===== src/design/tmr_irq_pkg.sv =====
// Purpose: constants and carriers for the timer interrupt flag block
// Assumes: 32-bit Avalon-MM register bus, byte addresses
// Notes:   flag layout shared by raw, mask, masked and clear views
package tmr_irq_pkg;

  localparam int unsigned ADDR_W   = 6;
  localparam int unsigned FLAG_W   = 11;

  // Register byte offsets
  localparam logic [5:0] OFS_RAW    = 6'h1C;
  localparam logic [5:0] OFS_MASK   = 6'h18;
  localparam logic [5:0] OFS_MASKED = 6'h20;
  localparam logic [5:0] OFS_CLEAR  = 6'h24;
  localparam logic [5:0] OFS_EVT    = 6'h30;
  localparam logic [5:0] OFS_EVTMSK = 6'h34;

  // Flag positions
  localparam int unsigned BIT_TA_TIMEOUT = 0;
  localparam int unsigned BIT_CA_MATCH   = 1;
  localparam int unsigned BIT_CA_EVENT   = 2;
  localparam int unsigned BIT_RTC        = 3;
  localparam int unsigned BIT_TB_TIMEOUT = 8;
  localparam int unsigned BIT_CB_MATCH   = 9;
  localparam int unsigned BIT_CB_EVENT   = 10;

  // Implemented flag bits; 7:4 and 31:11 are reserved
  localparam logic [10:0] FLAG_IMPL  = 11'h70F;
  localparam logic [10:0] FLAG_RESET = 11'h000;
  localparam logic [31:0] DATA_RESET = 32'h0000_0000;

  typedef struct packed {
    logic        read;
    logic        write;
    logic [5:0]  address;
    logic [31:0] writedata;
  } bus_req_t;

  typedef enum logic [0:0] {
    ST_IDLE = 1'b0,
    ST_DONE = 1'b1
  } bus_state_t;

endpackage


===== src/design/flag_bank.sv =====
// Purpose: sticky flag bank with set-over-clear priority
// Assumes: set and clear pulses on ref_clk
// Notes:   one flop per bit, generated
`timescale 1ns/1ps
`default_nettype none
module flag_bank (
  // Clock and reset
  input  wire logic        ref_clk,
  input  wire logic        rstn,
  // Set and clear
  input  wire logic [10:0] set,
  input  wire logic [10:0] clear,
  // State
  output var  logic [10:0] flags
);

  genvar i;
  generate
    for (i = 0; i < 11; i++) begin : g_bit
      always_ff @(posedge ref_clk or negedge rstn) begin
        if (!rstn) begin
          flags[i] <= 1'b0;
        end else if (set[i]) begin
          flags[i] <= 1'b1;
        end else if (clear[i]) begin
          flags[i] <= 1'b0;
        end
      end
    end
  endgenerate

endmodule
`default_nettype wire


===== src/design/timer_interrupt_status_clear.sv =====
// Purpose: interrupt flags of a general timer module with W1C clear
// Assumes: source events are one-cycle pulses on ref_clk
// Notes:   Avalon-MM slave, one waitstate on every access
//
// The Avalon-MM slave port was decided locally.
`timescale 1ns/1ps
`default_nettype none
module timer_interrupt_status_clear (
  // Clock and reset
  input  wire logic        ref_clk,
  input  wire logic        rstn,
  // Avalon-MM slave
  input  wire logic [5:0]  address,
  input  wire logic        read,
  input  wire logic        write,
  input  wire logic [3:0]  byteenable,
  input  wire logic [31:0] writedata,
  output var  logic [31:0] readdata,
  output var  logic        waitrequest,
  // Source events from the timer core
  input  wire logic [10:0] source_event,
  // Level outputs
  output var  logic [10:0] timer_masked_interrupt_status,
  output var  logic        timer_irq,
  output var  logic        irq
);

  // Register state
  logic [10:0] timer_interrupt_mask;
  logic [10:0] timer_raw_interrupt_status;
  logic [10:0] evt_status;
  logic [10:0] evt_mask;
  tmr_irq_pkg::bus_state_t state;
  tmr_irq_pkg::bus_req_t   req;

  // Current request bundled; the master holds it until waitrequest drops
  assign req = '{read: read, write: write, address: address,
                 writedata: writedata};

  // Decode
  wire logic        access   = req.read | req.write;
  wire logic        accept   = access & (state == tmr_irq_pkg::ST_IDLE);
  wire logic        wr_fire  = accept & req.write;
  wire logic        rd_fire  = accept & req.read;
  wire logic [10:0] wr_low   = {byteenable[1] ? req.writedata[10:8] : 3'h0,
                                byteenable[0] ? req.writedata[7:0]  : 8'h00};

  function automatic logic hit(input logic [5:0] a, input logic [5:0] o);
    hit = (a == o);
  endfunction

  wire logic sel_raw    = hit(req.address, tmr_irq_pkg::OFS_RAW);
  wire logic sel_mask   = hit(req.address, tmr_irq_pkg::OFS_MASK);
  wire logic sel_masked = hit(req.address, tmr_irq_pkg::OFS_MASKED);
  wire logic sel_clear  = hit(req.address, tmr_irq_pkg::OFS_CLEAR);
  wire logic sel_evt    = hit(req.address, tmr_irq_pkg::OFS_EVT);
  wire logic sel_evtmsk = hit(req.address, tmr_irq_pkg::OFS_EVTMSK);

  // One strobe per flag; zeros and reserved bits take no clear
  wire logic clear_hit = wr_fire & sel_clear;
  wire logic timer_a_timeout_clear_bit =
    clear_hit & wr_low[tmr_irq_pkg::BIT_TA_TIMEOUT];
  wire logic capture_a_match_clear_bit =
    clear_hit & wr_low[tmr_irq_pkg::BIT_CA_MATCH];
  wire logic capture_a_event_clear_bit =
    clear_hit & wr_low[tmr_irq_pkg::BIT_CA_EVENT];
  wire logic rtc_event_clear_bit =
    clear_hit & wr_low[tmr_irq_pkg::BIT_RTC];
  wire logic timer_b_timeout_clear_bit =
    clear_hit & wr_low[tmr_irq_pkg::BIT_TB_TIMEOUT];
  wire logic capture_b_match_clear_bit =
    clear_hit & wr_low[tmr_irq_pkg::BIT_CB_MATCH];
  wire logic capture_b_event_clear_bit =
    clear_hit & wr_low[tmr_irq_pkg::BIT_CB_EVENT];
  wire logic [10:0] raw_clear = {capture_b_event_clear_bit,
    capture_b_match_clear_bit, timer_b_timeout_clear_bit, 4'h0,
    rtc_event_clear_bit, capture_a_event_clear_bit,
    capture_a_match_clear_bit, timer_a_timeout_clear_bit};

  // Raw flags set regardless of mask
  wire logic [10:0] raw_set =
    source_event & tmr_irq_pkg::FLAG_IMPL;

  // Masked view derived from raw, so one clear covers both
  wire logic timer_a_timeout_masked_flag =
    timer_raw_interrupt_status[tmr_irq_pkg::BIT_TA_TIMEOUT] &
    timer_interrupt_mask[tmr_irq_pkg::BIT_TA_TIMEOUT];
  wire logic capture_a_match_masked_flag =
    timer_raw_interrupt_status[tmr_irq_pkg::BIT_CA_MATCH] &
    timer_interrupt_mask[tmr_irq_pkg::BIT_CA_MATCH];
  wire logic capture_a_event_masked_flag =
    timer_raw_interrupt_status[tmr_irq_pkg::BIT_CA_EVENT] &
    timer_interrupt_mask[tmr_irq_pkg::BIT_CA_EVENT];
  wire logic rtc_event_masked_flag =
    timer_raw_interrupt_status[tmr_irq_pkg::BIT_RTC] &
    timer_interrupt_mask[tmr_irq_pkg::BIT_RTC];
  wire logic timer_b_timeout_masked_flag =
    timer_raw_interrupt_status[tmr_irq_pkg::BIT_TB_TIMEOUT] &
    timer_interrupt_mask[tmr_irq_pkg::BIT_TB_TIMEOUT];
  wire logic capture_b_match_masked_flag =
    timer_raw_interrupt_status[tmr_irq_pkg::BIT_CB_MATCH] &
    timer_interrupt_mask[tmr_irq_pkg::BIT_CB_MATCH];
  wire logic capture_b_event_masked_flag =
    timer_raw_interrupt_status[tmr_irq_pkg::BIT_CB_EVENT] &
    timer_interrupt_mask[tmr_irq_pkg::BIT_CB_EVENT];
  wire logic [10:0] masked_now = {capture_b_event_masked_flag,
    capture_b_match_masked_flag, timer_b_timeout_masked_flag, 4'h0,
    rtc_event_masked_flag, capture_a_event_masked_flag,
    capture_a_match_masked_flag, timer_a_timeout_masked_flag};

  // Bus event status: every implemented source event sets it, a read of it clears it
  wire logic [10:0] evt_set   = raw_set;
  wire logic [10:0] evt_clear = (rd_fire & sel_evt) ? 11'h7FF : 11'h000;

  flag_bank u_raw (
    .ref_clk (ref_clk),
    .rstn    (rstn),
    .set     (raw_set),
    .clear   (raw_clear),
    .flags   (timer_raw_interrupt_status)
  );

  flag_bank u_evt (
    .ref_clk (ref_clk),
    .rstn    (rstn),
    .set     (evt_set),
    .clear   (evt_clear),
    .flags   (evt_status)
  );

  // Read mux; reserved and unmapped read zero
  wire logic [10:0] rd_flags =
      sel_raw    ? timer_raw_interrupt_status :
      sel_mask   ? timer_interrupt_mask :
      sel_masked ? masked_now :
      sel_evt    ? evt_status :
      sel_evtmsk ? evt_mask : 11'h000;

  wire logic [31:0] next_readdata = {21'h000000, rd_flags};

  // One waitstate: wait high on first cycle of each access
  always_ff @(posedge ref_clk or negedge rstn) begin
    if (!rstn) begin
      state <= tmr_irq_pkg::ST_IDLE;
    end else begin
      unique case (state)
        tmr_irq_pkg::ST_IDLE: begin
          if (access) begin
            state <= tmr_irq_pkg::ST_DONE;
          end
        end
        tmr_irq_pkg::ST_DONE: begin
          state <= tmr_irq_pkg::ST_IDLE;
        end
      endcase
    end
  end

  // Waitrequest from a flop: high unless the answer is being given
  always_ff @(posedge ref_clk or negedge rstn) begin
    if (!rstn) begin
      waitrequest <= 1'b1;
    end else begin
      waitrequest <= ~accept;
    end
  end

  always_ff @(posedge ref_clk or negedge rstn) begin
    if (!rstn) begin
      readdata <= tmr_irq_pkg::DATA_RESET;
    end else if (rd_fire) begin
      readdata <= next_readdata;
    end
  end

  always_ff @(posedge ref_clk or negedge rstn) begin
    if (!rstn) begin
      timer_interrupt_mask <= tmr_irq_pkg::FLAG_RESET;
    end else if (wr_fire & sel_mask) begin
      timer_interrupt_mask <= wr_low & tmr_irq_pkg::FLAG_IMPL;
    end
  end

  always_ff @(posedge ref_clk or negedge rstn) begin
    if (!rstn) begin
      evt_mask <= tmr_irq_pkg::FLAG_RESET;
    end else if (wr_fire & sel_evtmsk) begin
      evt_mask <= wr_low & tmr_irq_pkg::FLAG_IMPL;
    end
  end

  // Outputs registered; one cycle behind the flags
  always_ff @(posedge ref_clk or negedge rstn) begin
    if (!rstn) begin
      timer_masked_interrupt_status <= tmr_irq_pkg::FLAG_RESET;
    end else begin
      timer_masked_interrupt_status <= masked_now;
    end
  end

  always_ff @(posedge ref_clk or negedge rstn) begin
    if (!rstn) begin
      timer_irq <= 1'b0;
    end else begin
      timer_irq <= |masked_now;
    end
  end

  // Level until software reads the status, not a pulse
  always_ff @(posedge ref_clk or negedge rstn) begin
    if (!rstn) begin
      irq <= 1'b0;
    end else begin
      irq <= |(evt_status & evt_mask);
    end
  end

endmodule
`default_nettype wire


===== config.mk =====
export PLATFORM = sky130hd
export DESIGN_NAME = timer_interrupt_status_clear
export DESIGN_NICKNAME = d
export VERILOG_FILES = /design/src/design/tmr_irq_pkg.sv /design/src/design/flag_bank.sv /design/src/design/timer_interrupt_status_clear.sv
export SDC_FILE = /design/constraint.sdc
export NUM_CORES = 1
export LEC_CHECK = 0
export BUFFER_PORTS_ARGS = -buffer_cell sky130_fd_sc_hd__buf_4
export CAP_MARGIN = 5
export CORE_AREA = 2 2 87 89
export DETAILED_ROUTE_END_ITERATION = 10
export DIE_AREA = 0 0 89 91
export GPL_ROUTABILITY_DRIVEN = 0
export HOLD_SLACK_MARGIN = 0.15
export PLACE_DENSITY_LB_ADDON = 0.3
export SYNTH_ARGS = -nofsm -noshare
export SYNTH_HDL_FRONTEND = slang
export SYNTH_SLANG_ARGS = --single-unit

===== constraint.sdc =====
create_clock -name ref_clk -period 1.9 [get_ports ref_clk]
set_clock_uncertainty 0.15 [all_clocks]
set_input_delay 0.38 -clock ref_clk [delete_from_list [all_inputs] [get_ports ref_clk]]
set_output_delay 0.38 -clock ref_clk [all_outputs]
set_load 0.02 [all_outputs]

==> results of run 1 <==
## registers in the layout (all words and copies together) (netlist names)
| register | flops |
|---|---|
| evt_mask | 7 |
| readdata | 7 |
| timer_interrupt_mask | 7 |
| timer_masked_interrupt_status | 7 |
| u_evt.flags | 7 |
| u_raw.flags | 7 |
| irq | 1 |
| state | 1 |
| timer_irq | 1 |
| waitrequest | 1 |
## cell usage after synthesis (2+ instances only)
cell type  instances  area [µm²]
nor3_4             2        32.5
clkbuf_1           6        22.5
o21ai_0           10        50.1
a22oi_1            4        30.0
nor2b_1            6        37.5
nand2_1           20        75.1
nor3_1            11        55.1
a2bb2oi_1          5        43.8
mux2_4             7         105
mux2i_1            2        20.0
a21o_1            14         105
a221oi_1           2        17.5
nand2b_1           4        25.0
a21oi_1            2        10.0
nor4_1             5        31.3
dfrtp_1           45        1130
nand3_1            7        35.0
nor2_1            15        56.3
or4b_1             2        20.0
inv_1             11        41.3
mux2_2             7        78.8
and2_1            10        62.6
buf_4             29         218
## power by group through the flow
stage               logic [mW]  registers (mW)  clock network, mW
floorplan                0.222            1.11                  0
global placement         0.370            1.08                  0
detailed placement       0.374            1.08                  0
CTS                      0.388            1.06              0.754
global route             0.423            1.07              0.803
finish                   0.385            1.06              0.740
## worst reg2reg max path: stages, from the launching register on
cell and delay, ns:
dfrtp_1 0.41, nand2b_1 0.19, buf_4 0.17, nor3_4 0.20, buf_12 0.15, mux2_2 0.33
## routing by layer
layer	wire length [µm]	track usage, %	up-vias	part of all wire, %
met4	55	2.99	0	1.0
met2	2590	22.6	51	48
met5	0	0	-	0
li1	-	-	893	-
met1	2440	19.4	857	45
met3	290	3.64	7	5.4
## area by class of cell
cell class              count  area, µm²  share of cell area (%)
clock buffers               5       68.8                    2.25
clock inverters             3       43.8                    1.43
inverters                  11       41.3                    1.35
multi-input cells         173       1090                    35.6
flip-flops and latches     46       1150                    37.6
well taps                  99        124                    4.05
repair buffers             66        541                    17.7
## final timing paths
check                                startpoint                                    endpoint  slack (ns)
worst max-delay path                 address[1]         timer_interrupt_mask[0]$_DFFE_PN0P_        0.03
worst min-delay path                      write                             state$_DFF_PN0_        0.21
worst max register to register  state$_DFF_PN0_                     evt_mask[0]$_DFFE_PN0P_        0.20
worst min register to register  state$_DFF_PN0_                             state$_DFF_PN0_        0.34
max in group asynchronous                  rstn         timer_interrupt_mask[3]$_DFFE_PN0P_        0.74
min in group asynchronous                  rstn  timer_masked_interrupt_status[1]$_DFF_PN0_        0.47
## cell families after synthesis
family	Yosys count	share of synthesized area, %
simple gates	87	19.2
buf+inv	49	12.5
flops	46	47.6
compound gates	41	12.1
mux	16	8.43
other cells	1	0.155
## stage by stage
stage | setup WS, ns | area, µm²
5_1_grt | 0.0177 | 3060
4_1_cts | 0.0324 | 3060
3_3_place_gp | -0.278 | 2860
2_1_floorplan | -0.0753 | 2540
3_5_place_dp | -0.285 | 2860
6_report | 0.0314 | 3060
## timing repair
action,CTS,global route
hold endpoints to repair,59,0
resized for setup,0,2
hold buffers,8,0
endpoints found under the setup margin,0,8
==> results.md, run 1 <==
Run status:
- The run finished with clean final reports.

Worst setup path:
- The number of logic stages on the critical path including buffering is 5.
- Together, buffers and inverters on the worst path number 2.
- The number of cells traversed by the worst register-to-register path is 5.
- By startpoint and endpoint, the worst setup path is classified as in -> reg.
- At the worst endpoint, the required time is 1.94 ns.
- The arrival time reported for the critical path endpoint is 1.91 ns.
- The master of the slowest instance on the critical path is or4b_1.
- The kind of capture point of the worst setup path is a register.
- In this run the worst path has a maximum fanout of 7.
- For this run, the slowest stage of the critical path takes 0.54 ns.
- The type of origin of the critical path is a primary input.
- Traced cell by cell, the critical path runs through buf_4 > or4b_1 > or3_1 > buf_4 > mux2_4.
- In this design, the largest share of critical-path delay is due to simple AND/OR/NAND/NOR gates.
- In this design, the critical path's most frequently occurring cell is buf_4.

STA:
- The count of final max-slew check failures is 0.
- The worst pin sits at a relative slew slack of 61.8%.
- Setup violations remaining at the end of the flow were counted as 0.
- The worst path in the final design needs a cycle of 1.87 ns, including I/O delays and setup.
- Of the available clock period, the critical path in the final layout requires 98.3%.
- The sum of negative setup slack is 0 ns.
- The actual transition at the worst max-transition pin is 0.573 ns.
- The fmax is 535 MHz.
- The number of hold-slack violations in the final timing report came to 0.
- Setup repair after global routing left no endpoint under its margin.
- The minimum hold slack is 0.207 ns.

Power:
- The switching power share of the total is 27.2%.
- Total power for the finished layout comes to 2.19 mW.
- The net switching power is 0.595 mW.
- The part of the total power dissipated in sequential elements is 48.6%.
- The power per cell area is 714 mW/mm².
- The worst-case IR drop observed on VDD is 0.277 mV.
- The total internal power is 1.59 mW.
- Summed over all cells, the static leakage comes to 1.47 nW.
- The clock group share of total power is 33.8%.
- The relative contribution of combinational cells to total power is 17.6%.

Synth:
- In this run the mean area of a mapped cell was 10.1 µm².
- The flip-flop cell with the highest count after synthesis is dfrtp_1.
- The warning count from the yosys run is 0.
- After technology mapping, the gate count stands at 240.
- The total standard cell area after synthesis is 0.00242 mm².
- Sequential elements use 47.6% of the synthesized area.
- In the synthesized netlist the async set-or-reset flop fraction comes to 100%.
- The count of flip-flops with a built-in enable after synthesis is 0.
- The synthesized design contains 46 register bits.
- The number of distinct library cells after synthesis is 37.

Global route:
- The first global-routing pass estimated 8800 µm of wire.
- The maximum number of pins on one net before global-route repair is 47.
- The via count of the first global-routing pass was 1720.
- In the global route stage, overall resource usage came out at 14.2%.
- The initial antenna violation count came to 0.
- The total congestion overflow after global routing is 0.

Cells and area:
- The layout has 718 filler cells.
- In the layout the commonest cells are 56 x buf_4, 45 x dfrtp_1, 29 x conb_1.
- The final standard cell count with taps included and fillers excluded is 403.
- The proportion of layout cells with a drive suffix above 1 is 28.6%.
- For this run, the post-layout net count is 360.
- At the end of the flow the core is filled with cells to 42.9%.
- The antenna cell count is 0.
- The post-synthesis to final-layout area growth is 26.6%.
- The most frequent standard cell in the layout excluding fill and tap cells is buf_4.

Clocking:
- TritonCTS built the clock tree.
- After clock tree synthesis, the clock-pin slew on the worst setup and hold paths is 0.09 ns.
- In this run the deepest clock path goes through 2 buffers.
- The count of H-tree levels built during CTS is 2.
- The number of sinks handled by clock tree synthesis is 46.
- The clock root buffer master is clkbuf_8.
- Clock latency on the worst-skew pair, taken at its later pin, is 0.30 ns.
- The post-CTS setup repair buffer count is 0.
- The number of buffers created by CTS is 5.

Die:
- In this run the count of I/O pins placed on the die edge is 103.
- The chip height is 91 µm.
- The core area is 0.00714 mm².
- The die width is 89 µm.
- The number of core rows is 31.
- The area of the die is 0.00810 mm².
- The starting density of the core is 33.9%.

Route:
- For this block, the routed nets add up to 5380 µm of wire.
- In the final routed layout, each cell accounts on average for 13.3 µm.
- The antenna violation net count after detailed routing is 0.
- The via-per-instance ratio is 4.49.
- The first-pass iteration count of the detailed router is 4.
- The violation count after the first detailed-routing iteration is 74.
- In the routed design, unresolved DRC markers number 0.
- The routed via count is 1808.

Flow run:
- The max-cap check violation count is 0.

Placement:
- The HPWL after detailed placement is 4270 µm.
- The number of buffers added on ports is 42.
- Including well taps, the total number of placed cells is 387.

Worst hold path:
- The worst hold path passes through 3 cells.
- The class of the worst hold path is in -> reg.
Note: power is estimated with default switching activity, not from simulation.
==> inputs of run 2 (changes only) <==
--- a/config.mk
+++ b/config.mk
@@ -12,7 +12,7 @@
 export DIE_AREA = 0 0 89 91
 export GPL_ROUTABILITY_DRIVEN = 0
 export HOLD_SLACK_MARGIN = 0.15
-export PLACE_DENSITY_LB_ADDON = 0.3
+export PLACE_DENSITY = 0.62
 export SYNTH_ARGS = -nofsm -noshare
 export SYNTH_HDL_FRONTEND = slang
 export SYNTH_SLANG_ARGS = --single-unit
==> run 2 against run 1 <==
  * Core utilization shrank 0.40 points
  * Clock power shrank 16%
  * Global-route usage shrank 0.25 points
  * Fmax grew 0.41%
  * Clock-buffer cell count grew 1
  * Worst setup slack gained 0.0076 ns
  * Die area is the same
  * First-iteration DRC count grew 9.5%
  * Wire length shrank 0.71%
  * Via count grew 0.28%
  * Critical endpoint unchanged
  * Largest cell class unchanged
==> results.md, run 2 (synthesis gave the netlist of run 1 again) <==
Run status:
- The flow ran to the end, and the final reports show no timing, DRC or antenna violations.

Placement:
- The cell count after placement is 385 (-0.52%).
- The half-perimeter wire length after detailed placement is 4180 µm (-2.0%).
- The number of buffers added on ports came to 42 (unchanged).

Die:
- The area of the die is 0.00810 mm² (unchanged).
- The die width is 89 µm (unchanged).
- The chip height is 91 µm (unchanged).
- The core area is 0.00714 mm² (unchanged).
- The number of core rows is 31 (unchanged).
- The starting density of the core is 33.9% (unchanged).
- The number of placed I/O pins was 103 (unchanged).

STA:
- The number of hold-slack violations in the final timing report was 0 (unchanged).
- The actual transition at the worst max-transition pin is 0.567 ns (-0.00527 ns).
- The minimum period implied by the final worst setup slack is 1.86 ns (-0.00758 ns).
- Setup repair after global routing could not meet its margin everywhere.
- The final setup violation count is 0 (unchanged).
- The ratio of final minimum period to clock period came to 97.9% (-0.40 points).
- The worst-case headroom to the max-slew limit is 62.2% (+0.35 points).
- The fmax is 537 MHz (+0.41%).
- The count of final max-slew check failures was 0 (unchanged).
- The minimum hold slack came to 0.201 ns (-0.00595 ns).

Worst setup path:
- The type of origin of the critical path is a primary input.
- The maximum fanout count along the critical path is 7 (unchanged).
- The arrival time reported for the critical path endpoint is 1.90 ns (about the same).
- The critical path required time is 1.94 ns (about the same).
- The setup slack of the worst register-to-register path is 0.21 ns (about the same).
- The type of the setup path with the least slack is in -> reg.
- STA classifies the critical path endpoint as a register.

Global route:
- The met3 layer usage reported by global route is 3.45% (-0.18 points).
- The initial antenna violation count is 0 (unchanged).
- The via count of the first global-routing pass is 1672 (-2.8%).
- The fraction of met1 tracks used by global routing came to 19.9% (+0.43 points).
- The maximum number of pins on one net before global-route repair is 47 (unchanged).
- The global-route wire length before repair came to 8600 µm (-2.3%).
- The combined global-route utilization of all metal layers came to 13.9% (-0.25 points).
- The met2 track demand over resource in global routing is 21.0% (-1.6 points).
- The most used routing layer in global routing is met2.
- The total congestion overflow after global routing is 0 (unchanged).

Flow run:
- The max-cap check violation count is 0 (unchanged).

Clocking:
- The number of buffers created by CTS is 5 (unchanged).
- The latest clock arrival within the worst-skew pair came to 0.30 ns (about the same).
- The number of sinks handled by clock tree synthesis was 46 (unchanged).
- The clock tree from TritonCTS is built.
- The clock tree buffer depth was 2 (unchanged).
- The CTS clock-pin slew for the worst setup and hold paths is 0.08 ns (about the same).
- The post-CTS setup repair buffer count is 0 (unchanged).
- The clock root buffer master is clkbuf_8.
- The count of H-tree levels built during CTS is 2 (unchanged).

Cells and area:
- The final net count was 358 (-0.56%).
- The proportion of layout cells with a drive suffix above 1 is 28.1% (-0.47 points).
- The count of filler cells inserted in the layout is 723 (+0.70%).
- In the layout the commonest cells are 54 x buf_4, 45 x dfrtp_1, 29 x conb_1.
- The post-synthesis to final-layout area growth is 25.4%.
- The most frequent standard cell in the layout excluding fill and tap cells is buf_4.
- The final standard cell count with taps included and fillers excluded is 401 (-0.50%).
- The antenna cell count is 0 (unchanged).
- The footprint of the multi-input gates is 0.00109 mm² (+0.34%).
- The combined flip-flop and latch cell area is 0.00115 mm² (unchanged).

Route:
- The violation count after the first detailed-routing iteration came to 81 (+9.5%).
- The antenna violation net count after detailed routing is 0 (unchanged).
- The number of DRC violations after detailed routing is 0 (unchanged).
- The first-pass iteration count of the detailed router is 4 (unchanged).
- The final routed wirelength across all metal layers is 5340 µm (-0.71%).
- The routed via count is 1813 (+0.28%).
- The via-per-instance ratio is 4.52 (+0.78%).
- The average routed wire per standard cell came to 13.3 µm (-0.21%).

Power:
- The total internal power was 1.49 mW (-6.4%).
- The maximum vdd drop is 0.266 mV (-3.9%).
- The net switching power is 0.579 mW (-2.8%).
- The clock group share of total power was 30.0% (-3.8 points).
- The power per cell area came to 682 mW/mm² (-4.5%).
- The total leakage power came to 1.45 nW (-1.1%).
- The relative contribution of combinational cells to total power is 18.6% (+1.0 points).
- The total chip power is 2.07 mW (-5.4%).
- The part of the total power dissipated in sequential elements is 51.4% (+2.8 points).
- The switching power share of the total is 28.0% (+0.77 points).

Worst hold path:
- The min-delay analysis places its worst path in the category in -> reg.
## run 2: cell types whose count changed in the layout (fill, tap and decap cells not counted)
cell        change
o41ai_1         -1
buf_4           -2
inv_6           -1
clkbuf_8        +1
or4_1           +1
o41ai_2         +1
clkinvlp_4      +1
or4_4           -1
bufinv_16       -1
## run 2: critical path: stages
cell and delay (ns):
buf_4 0.11, or4b_1 0.54, or3_1 0.36, buf_4 0.20
mux2_4 0.30
## run 2: area by class of cell
cell class	instances	share of cell area, %
repair buffers	64	17.3
clock buffers	6	2.72
well taps	99	4.08
multi-input cells	173	36.1
inverters	11	1.36
flip-flops and latches	46	38.0
clock inverters	2	0.413
## run 2: routing by layer
metal  share of wire [%]  routed length [µm]  up-vias
met5                   0                   0        -
met1                  47                2520      852
li1                    -                   -      894
met2                  46                2450       60
met3                 5.8                 312        7
met4                 1.1                  58        0
## run 2: worst paths after layout
path,startpoint,end,cells past startpoint
worst max-delay path,address[1],timer_interrupt_mask[0]$_DFFE_PN0P_,5
worst min-delay path,write,state$_DFF_PN0_,3
worst max register to register,state$_DFF_PN0_,evt_mask[0]$_DFFE_PN0P_,5
worst min register to register,state$_DFF_PN0_,state$_DFF_PN0_,1
max in group asynchronous,rstn,u_evt.flags[8]$_DFFE_PN0P_,2
min in group asynchronous,rstn,timer_masked_interrupt_status[1]$_DFF_PN0_,2
## run 2: power by group through the flow
stage	clock (mW)	sequential, mW	combinational, mW
2_1_floorplan	0	1.11	0.222
3_3_place_gp	0	1.08	0.370
3_5_place_dp	0	1.08	0.373
4_1_cts	0.641	1.06	0.388
5_1_grt	0.679	1.07	0.423
6_report	0.620	1.06	0.385
## run 2: what timing repair did
item,CTS,global route
hold endpoints to repair,59,0
setup endpoints to repair,0,8
hold buffers,8,0
gates resized for setup,0,2
## run 2: metrics by stage
stage / util, % / setup slack, ns / setup TNS [ns] / cell area (µm²)
floorplan: - / -0.0753 / -0.851 / 2540
global placement: 39.9 / -0.265 / -7.56 / 2850
detailed placement: 39.9 / -0.317 / -7.89 / 2850
CTS: 42.4 / 0.0186 / 0 / 3020
global route: 42.5 / -0.0133 / -0.0247 / 3030
finish: 42.5 / 0.0390 / 0 / 3030
